<file path="config.mk">
export PLATFORM = sky130hd
export DESIGN_NAME = fpres_top
export DESIGN_NICKNAME = d
export VERILOG_FILES = /design/src/rtl/fpres_pkg.sv /design/src/rtl/fpres_round.sv /design/src/rtl/fpres_top.sv
export VERILOG_INCLUDE_DIRS = /design/src /design/src/rtl
export SDC_FILE = /design/constraint.sdc
export NUM_CORES = 1
export LEC_CHECK = 0
export BUFFER_PORTS_ARGS = -buffer_cell sky130_fd_sc_hd__clkbuf_2
export CAP_MARGIN = 20
export CORE_MARGIN = 4
export CORE_UTILIZATION = 40
export DETAILED_ROUTE_END_ITERATION = 7
export GPL_TIMING_DRIVEN = 1
export PLACE_DENSITY_LB_ADDON = 0.2
export SETUP_SLACK_MARGIN = 0.1
export SKIP_CTS_REPAIR_TIMING = 1
export SLEW_MARGIN = 15
export SYNTH_ARGS = -nofsm -noshare
export SYNTH_HDL_FRONTEND = slang
export SYNTH_HIERARCHICAL = 1
export SYNTH_SLANG_ARGS = --single-unit
</file>
<file path="constraint.sdc">
create_clock -name clk -period 1.53 [get_ports clk]
set_input_delay 0.153 -clock clk [delete_from_list [all_inputs] [get_ports clk]]
set_output_delay 0.153 -clock clk [all_outputs]
set_load 0.005 [all_outputs]
</file>
<file path="src/rtl/fpres_defines.svh">
`ifndef FPRES_DEFINES_SVH
`define FPRES_DEFINES_SVH

// default destination layout: single format
`define FPRES_EXP_W         8
`define FPRES_FRAC_W        23
// bits of the exact result below the last kept place
`define FPRES_EXT_W         4

// rounding control codes
`define FPRES_RND_NEAREST   2'h0
`define FPRES_RND_DOWN      2'h1
`define FPRES_RND_UP        2'h2
`define FPRES_RND_TRUNC     2'h3

// unit mode codes
`define FPRES_MODE_STACK    1'h0
`define FPRES_MODE_PACKED   1'h1

// sign bit of the indefinite value
`define FPRES_INDEF_SIGN    1'h1

`endif

</file>
<file path="src/rtl/fpres_pkg.sv">
`include "fpres_defines.svh"

package fpres_pkg;

	// rounding mode as carried by rounding_control_field
	typedef enum logic [1:0] {
		FPRES_RND_NEAR  = `FPRES_RND_NEAREST,
		FPRES_RND_DOWN  = `FPRES_RND_DOWN,
		FPRES_RND_UP    = `FPRES_RND_UP,
		FPRES_RND_TRUNC = `FPRES_RND_TRUNC
	} fpres_rnd_t;

	// execution unit that issued the operation
	typedef enum logic {
		FPRES_MODE_STACK  = `FPRES_MODE_STACK,
		FPRES_MODE_PACKED = `FPRES_MODE_PACKED
	} fpres_mode_t;

endpackage : fpres_pkg

</file>
<file path="src/rtl/fpres_round.sv">
`timescale 1ns/10ps
`include "fpres_defines.svh"

module fpres_round #(
	parameter int EXP_W  = `FPRES_EXP_W,
	parameter int FRAC_W = `FPRES_FRAC_W,
	parameter int EXT_W  = `FPRES_EXT_W
) (
	input  wire logic                    sign,
	input  wire logic [EXP_W+FRAC_W-1:0] mag,
	input  wire logic [EXT_W-1:0]        ext,
	input  wire fpres_pkg::fpres_rnd_t   rnd_mode,
	output wire logic [EXP_W+FRAC_W-1:0] rounded,
	output wire logic                    inexact
);
	import fpres_pkg::*;

	// b is mag itself, c is mag plus one last place
	wire logic lsb    = mag[0];                    // parity of the lower candidate
	wire logic guard  = ext[EXT_W-1];              // half a last place
	wire logic sticky = |ext[EXT_W-2:0];           // anything below half
	wire logic frac_z = ~(guard | sticky);         // exact: no rounding at all

	// choose c over b per mode
	wire logic up_near  = guard & (sticky | lsb);  // ties go to the even candidate
	wire logic up_down  = sign & ~frac_z;          // toward minus: magnitude grows when negative
	wire logic up_up    = ~sign & ~frac_z;         // toward plus: magnitude grows when positive
	wire logic bump     = (rnd_mode == FPRES_RND_NEAR) ? up_near :   // RULE15
	                      (rnd_mode == FPRES_RND_DOWN) ? up_down :   // RULE16
	                      (rnd_mode == FPRES_RND_UP)   ? up_up   :   // RULE17
	                      1'h0;                                      // RULE18

	// carry out of the fraction walks into the exponent, which is the right next value
	assign rounded = mag + {{(EXP_W+FRAC_W-1){1'h0}}, bump};  // RULE14
	assign inexact = ~frac_z;                                  // RULE13

endmodule : fpres_round

</file>
<file path="src/rtl/fpres_top.sv">
`timescale 1ns/10ps
`include "fpres_defines.svh"

// Overview of operation
// [RULE1] unmasked signaling source: raise invalid, no write
// [RULE2] quieting sets top fraction bit only
// [RULE3] masked signaling source: sticky invalid, quiet result
// [RULE4] signaling plus quiet: stack quiet, packed first
// [RULE5] two signaling: stack larger, packed first, quieted
// [RULE6] two quiet: stack larger, packed first
// [RULE7] one NaN, one number: NaN, quieted
// [RULE8] single operand NaN returned, quieted
// [RULE9] masked invalid without NaN gives indefinite
// [RULE10] one indefinite encoding per format, both modes
// [RULE11] packed first operand is destination operand
// [RULE12] NaN payload passes unchanged except quiet bit
// [RULE13] exact when representable, else error below ulp
// [RULE14] round between two bracketing representable values
// [RULE15] code 00 nearest, ties to even
// [RULE16] code 01 toward minus infinity
// [RULE17] code 10 toward plus infinity
// [RULE18] code 11 truncate toward zero
// [RULE19] rounded result sets sticky inexact flag
// [RULE20] no rounding for compare, exact, NaN results
// [RULE21] NaN: exponent all ones, fraction nonzero
// [RULE22] top fraction bit set means quiet
// [RULE23] never deliver a signaling NaN
// [RULE24] pipeline gives two-bit rounding control per op
// [RULE25] pipeline gives unit mode per op
module fpres_top #(
	parameter int EXP_W  = `FPRES_EXP_W,
	parameter int FRAC_W = `FPRES_FRAC_W,
	parameter int EXT_W  = `FPRES_EXT_W
) (
	input  wire logic                       clk,
	input  wire logic                       sys_rst,
	input  wire logic                       op_valid,
	input  wire logic                       op_single,
	input  wire logic                       op_cmp,
	input  wire fpres_pkg::fpres_mode_t     unit_mode,
	input  wire logic                       invalid_mask,
	input  wire logic                       invalid_other,
	input  wire logic [EXP_W+FRAC_W:0]      opnd_a,
	input  wire logic [EXP_W+FRAC_W:0]      opnd_b,
	input  wire logic                       exact_sign,
	input  wire logic [EXP_W+FRAC_W-1:0]    exact_mag,
	input  wire logic [EXT_W-1:0]           exact_ext,
	input  wire fpres_pkg::fpres_rnd_t      rounding_control_field,
	input  wire logic                       flag_clear,
	output wire logic                       res_valid,
	output wire logic                       res_write,
	output wire logic [EXP_W+FRAC_W:0]      res_data,
	output wire logic                       invalid_signal,
	output wire logic                       invalid_sticky_flag,
	output wire logic                       inexact_sticky_flag
);
	import fpres_pkg::*;

	// word layout
	localparam int W       = 1 + EXP_W + FRAC_W;     // whole value
	localparam int EXP_LSB = FRAC_W;                 // lowest exponent bit
	localparam int EXP_MSB = W - 2;                  // highest exponent bit
	localparam int Q_POS   = FRAC_W - 1;             // quiet bit position

	// quiet bit alone, as a mask over the whole word
	localparam logic [W-1:0] QUIET_MASK = {{(W-1){1'h0}}, 1'h1} << Q_POS;
	// indefinite follows the width parameters, so each format gets its own
	localparam logic [W-1:0] INDEF = {`FPRES_INDEF_SIGN, {EXP_W{1'h1}}, 1'h1, {(FRAC_W-1){1'h0}}}; // RULE10

	// operands side by side so classification is one loop
	wire logic [W-1:0] opnd [2];
	wire logic         is_nan [2];          // any NaN
	wire logic         is_sig [2];          // signaling NaN
	wire logic [W-1:0] quieted [2];         // operand with quiet bit forced

	assign opnd[0] = opnd_a;
	assign opnd[1] = opnd_b;

	// per operand classification and quieting
	genvar gi;
	generate
		for (gi = 0; gi < 2; gi++)
		begin : g_cls
			// sign bit is not looked at
			wire logic exp_ones  = &opnd[gi][EXP_MSB:EXP_LSB];          // RULE21
			wire logic frac_nz   = |opnd[gi][FRAC_W-1:0];
			assign is_nan[gi]    = exp_ones & frac_nz;                  // RULE21
			assign is_sig[gi]    = is_nan[gi] & ~opnd[gi][Q_POS];       // RULE22
			// payload kept bit for bit; on a quiet NaN this is a no-op
			assign quieted[gi]   = opnd[gi] | QUIET_MASK;               // RULE2 RULE12
		end
	endgenerate

	// second operand counts only for two-operand instructions
	wire logic b_nan   = is_nan[1] & ~op_single;                      // RULE8
	wire logic b_sig   = is_sig[1] & ~op_single;
	wire logic both    = is_nan[0] & b_nan;
	wire logic any_nan = is_nan[0] | b_nan;
	wire logic any_sig = is_sig[0] | b_sig;

	// invalid condition: signaling source, or invalid raised on ordinary values
	wire logic invalid_cond = any_sig | (~any_nan & invalid_other);   // RULE9
	wire logic trap        = invalid_cond & ~invalid_mask;            // RULE1

	// larger significand; a tie keeps operand a
	wire logic b_larger = opnd_b[FRAC_W-1:0] > opnd_a[FRAC_W-1:0];    // RULE5 RULE6

	// legacy stack choice when both are NaNs
	wire logic stack_b = (is_sig[0] & ~is_sig[1]) ? 1'h1 :             // RULE4
	                     (~is_sig[0] & is_sig[1]) ? 1'h0 :             // RULE4
	                     b_larger;                                    // RULE5 RULE6

	// packed mode keys on order: operand a is the destination operand
	wire logic pick_b = both ? ((unit_mode == FPRES_MODE_STACK) ? stack_b : 1'h0) // RULE11 RULE25
	                         : b_nan;                                 // RULE7

	// every NaN result goes out quieted, so no signaling result can leave
	wire logic [W-1:0] nan_res = pick_b ? quieted[1] : quieted[0];    // RULE23

	// rounding of the exact result
	wire logic [W-2:0] rnd_mag;
	wire logic         rnd_inexact;

	fpres_round #(
		.EXP_W  (EXP_W),
		.FRAC_W (FRAC_W),
		.EXT_W  (EXT_W)
	) u_round (
		.sign     (exact_sign),
		.mag      (exact_mag),
		.ext      (exact_ext),
		.rnd_mode (rounding_control_field),                           // RULE24
		.rounded  (rnd_mag),
		.inexact  (rnd_inexact)
	);

	// ordinary result path; compares bypass the rounder
	wire logic [W-1:0] exact_word = {exact_sign, exact_mag};
	wire logic [W-1:0] num_res    = op_cmp ? exact_word : {exact_sign, rnd_mag}; // RULE20

	// result select: NaN before indefinite before number
	wire logic [W-1:0] sel_res = any_nan      ? nan_res :             // RULE3
	                             invalid_cond ? INDEF   :             // RULE9
	                             num_res;                             // RULE13

	// inexact only on a rounded ordinary result
	wire logic inexact_evt = op_valid & ~any_nan & ~invalid_cond & ~op_cmp & rnd_inexact; // RULE19 RULE20

	// state
	logic         res_valid_reg;            // one-cycle answer strobe
	logic         res_write_reg;            // destination written this answer
	logic [W-1:0] res_data_reg;             // last written result
	logic         invalid_signal_reg;       // unmasked invalid pulse
	logic         invalid_sticky_reg;       // sticky invalid flag
	logic         inexact_sticky_reg;       // sticky inexact flag

	// next values
	wire logic         res_write_next  = op_valid & ~trap;            // RULE1
	wire logic [W-1:0] res_data_next   = res_write_next ? sel_res : res_data_reg;
	wire logic         inv_sig_next    = op_valid & trap;             // RULE1
	// set beats clear so an event in the clearing cycle survives
	wire logic         inv_sticky_next = (op_valid & invalid_cond) |  // RULE3
	                                     (invalid_sticky_reg & ~flag_clear);
	wire logic         inx_sticky_next = inexact_evt |                // RULE19
	                                     (inexact_sticky_reg & ~flag_clear);

	// strobes and flags
	always_ff @(posedge clk or posedge sys_rst)
	begin
		if (sys_rst)
		begin
			res_valid_reg      <= 1'h0;
			res_write_reg      <= 1'h0;
			invalid_signal_reg <= 1'h0;
			invalid_sticky_reg <= 1'h0;
			inexact_sticky_reg <= 1'h0;
		end
		else
		begin
			res_valid_reg      <= op_valid;
			res_write_reg      <= res_write_next;
			invalid_signal_reg <= inv_sig_next;
			invalid_sticky_reg <= inv_sticky_next;
			inexact_sticky_reg <= inx_sticky_next;
		end
	end

	// result word; holds when the destination is left alone
	always_ff @(posedge clk or posedge sys_rst)
	begin
		if (sys_rst)
			res_data_reg <= {W{1'h0}};
		else
			res_data_reg <= res_data_next;                            // RULE1
	end

	assign res_valid           = res_valid_reg;
	assign res_write           = res_write_reg;
	assign res_data            = res_data_reg;
	assign invalid_signal      = invalid_signal_reg;
	assign invalid_sticky_flag = invalid_sticky_reg;
	assign inexact_sticky_flag = inexact_sticky_reg;

	// output word classification
	wire logic out_nan = (&res_data_reg[EXP_MSB:EXP_LSB]) & (|res_data_reg[FRAC_W-1:0]);
	wire logic out_sig = out_nan & ~res_data_reg[Q_POS];
	wire logic nan_res_case = op_valid & any_nan & ~trap;
endmodule : fpres_top

</file>
==> flow_metrics.env <==
export IMPL_status="finished with violations"
export IMPL_violations="hold timing, setup timing"
export IMPL_syn_area_um2=3600
export IMPL_vias_per_cell=5.67
export IMPL_seq_area_frac_synth=0.257
export IMPL_die_w_um=103
export IMPL_clk_path_buf_depth=2
export IMPL_worstSetupPathType="in -> reg"
export IMPL_instances_no_fill=803
export IMPL_drc=0
export IMPL_period_share=1.43
export IMPL_netlist_top_cells_count="inv_1, nor2_1, dfrtp_1, ha_1, xnor2_1"
export IMPL_final_setup_viol_count=34
export IMPL_final_setup_skew_ns=0
export IMPL_tritoncts="built"
export IMPL_post_dp_hpwl_um=11000
export IMPL_yosys_warnings=6
export IMPL_ys_types=51
export IMPL_start_kind="input pin"
export IMPL_reg2regPathDepth=2
export IMPL_cap_viol_max_count=0
export IMPL_whs_ns=-0.0416
export IMPL_placementRows=34
export IMPL_power_mw=3.50
export IMPL_grt_pass1_vias=4392
export IMPL_htree_levels=2
export IMPL_wl_per_cell_um=18.5
export IMPL_fp_dieArea_um2=10600
export IMPL_max_stage_delay_ns=0.63
export IMPL_period_minus_slack_ns=2.19
export IMPL_grt_antenna_before_repair=0
export IMPL_synth_most_common_cell="inv_1"
export IMPL_synthToLayoutAreaGrowth_pct=77.7
export IMPL_fillers=614
export IMPL_worstSkewPairLatency_ns=0.29
export IMPL_endpoint_kind="flop"
export IMPL_fin_setup_tns_ns=-17.53
export IMPL_p_sw_mw=1.22
export IMPL_slew_viol_final=0
export IMPL_reg2reg_from="res_data[4]"
export IMPL_rsz0062_at_grt="yes"
export IMPL_final_util=0.734
export IMPL_critPathRequiredTime_ns=1.77
export IMPL_synth_top_area_frac=0.257
export IMPL_ios=148
export IMPL_p_comb_frac=0.432
export IMPL_p_sw_frac=0.348
export IMPL_clock_fmax_mhz=457
export IMPL_regArea_um2=926
export IMPL_peakVddDrop_v=0.000387
export IMPL_cp_slowest_cell="or4_4"
export IMPL_insertedDiodeCount=0
export IMPL_final_antenna_net_count=0
export IMPL_gp_congestion=0.931
export IMPL_die_y_um=103
export IMPL_startpoint="opnd_a[17]"
export IMPL_setup_ws_ns=-0.660
export IMPL_postPlaceCellArea_um2=5550
export IMPL_power_density_nw_per_um2=547
export IMPL_yosys_area_top_type="dfrtp_1"
export IMPL_synth_edf_count=0
export IMPL_dp_cells=778
export IMPL_grt_start_max_net_pins=38
export IMPL_num_nets_final=830
export IMPL_syn_area_per_cell_um2=8.59
export IMPL_rrSetupSlack_ns=0.73
export IMPL_grt_overflow=0
export IMPL_first_pass_iters=5
export IMPL_p_int_mw=2.28
export IMPL_grt_total_usage=0.251
export IMPL_initial_core_util=0.413
export IMPL_largest_reg_flops=32
export IMPL_dpl_worst_slack_ns=-1.09
export IMPL_final_hold_viol_count=37
export IMPL_path_cells="buf_8, inv_8, ha_4, nand4_1, or4_4, o31ai_4, a211oi_2, a21oi_2, buf_6, buf_6, a221oi_2, a21oi_2"
export IMPL_synth_ff_type="dfrtp_1"
export IMPL_min_path_type="in -> async"
export IMPL_worst_slew_pin_slew_ns=0.550
export IMPL_wl_um=14800
export IMPL_clock_sinks=37
export IMPL_syn_nets=555
export IMPL_async_flop_share=1.00
export IMPL_ys_top_cells_by_area="dfrtp_1, ha_1, mux2_2"
export IMPL_io_buffers=147
export IMPL_path_max_fanout=7
export IMPL_path_clk_slew_ns=0.08
export IMPL_design_area_um2=6400
export IMPL_leakagePower_nw=3.05
export IMPL_numCtsBuffers=5
export IMPL_multi_input_area_um2=2990
export IMPL_power_frac_seq=0.336
export IMPL_maxSlewHeadroom=0.634
export IMPL_layout_drive_gt1_share=0.590
export IMPL_grt_pass1_wl_um=21000
export IMPL_critical_path_arrival_ns=2.43
export IMPL_power_share_clock=0.232
export IMPL_timing_rr_end="res_data[4]"
export IMPL_cts_root_buf="clkbuf_8"
export IMPL_drt_iter0_markers=259
export IMPL_core_area_um2=8720
export IMPL_num_vias=4556
export IMPL_synthCells=419
export IMPL_ys_ff_latch=37
-- cell type report --
class / count / area share
repair inverters: 1 / 0.00176
clock inverters: 1 / 0.000782
multi-input cells: 316 / 0.468
inverters: 49 / 0.0331
well taps: 108 / 0.0211
flip-flops and latches: 37 / 0.145
repair buffers: 284 / 0.316
clock buffers: 7 / 0.0151
-- cell families after synthesis --
kind of cell	synth area share
adder cells (fa/ha/maj)	0.0869
AND/OR/NAND/NOR	0.213
multiplexers	0.0966
AO/OA/AOI/OAI	0.200
buffers and inverters	0.0761
XOR/XNOR	0.0705
flip-flops	0.257
-- worst max-delay path: cells and delay by family --
family	cells	cell delay (ns)
AO/OA/AOI/OAI	5	0.85
adder cells (fa/ha/maj)	1	0.25
AND/OR/NAND/NOR	2	0.75
buffers and inverters	4	0.43
-- metal layers --
| metal | vias up | routed length, µm | GRT usage |
|---|---|---|---|
| li1 | 2128 | - | - |
| met1 | 2168 | 5880 | 0.325 |
| met2 | 221 | 7300 | 0.422 |
| met3 | 39 | 1140 | 0.0386 |
| met4 | 0 | 514 | 0.0906 |
| met5 | - | 0 | 0 |
-- worst max-delay path by stage --
stage | end | slack [ns] | cells past startpoint
after floorplan | res_data[16] | -0.74 | 12
after global placement | res_data[5] | -1.01 | 11
after detailed placement | res_data[2] | -1.09 | 11
after CTS | res_data[2] | -0.79 | 11
after global routing | res_data[18] | -0.77 | 13
final | res_data[31] | -0.66 | 12
-- layout by cell type (no fill, tap or decap), drive strengths merged, types with 2 or more instances in the layout --
cell,n
a211oi,3
mux2i,10
xor2,4
a221oi,24
nor4,14
ha,25
o21ai,9
nor2,45
and4,4
nand4,20
nand4b,2
clkbuf,146
nand2,17
and2,3
buf,145
nand3,22
mux2,22
nor3,4
o21a,2
xnor2,25
or4,2
clkinv,2
a31oi,9
a21oi,10
dfrtp,37
inv,49
o41ai,2
o22ai,22
and3,7
-- power groups by stage --
| stage | clock [mW] | combinational (mW) | sequential, mW |
|---|---|---|---|
| 4_1_cts | 0.822 | 1.27 | 1.17 |
| 3_3_place_gp | 0 | 1.24 | 1.18 |
| 2_1_floorplan | 0 | 0.533 | 1.18 |
| 5_1_grt | 0.858 | 1.63 | 1.19 |
| 6_report | 0.813 | 1.51 | 1.18 |
| 3_5_place_dp | 0 | 1.26 | 1.19 |
No activity file was read; power rests on OpenSTA's default activity.
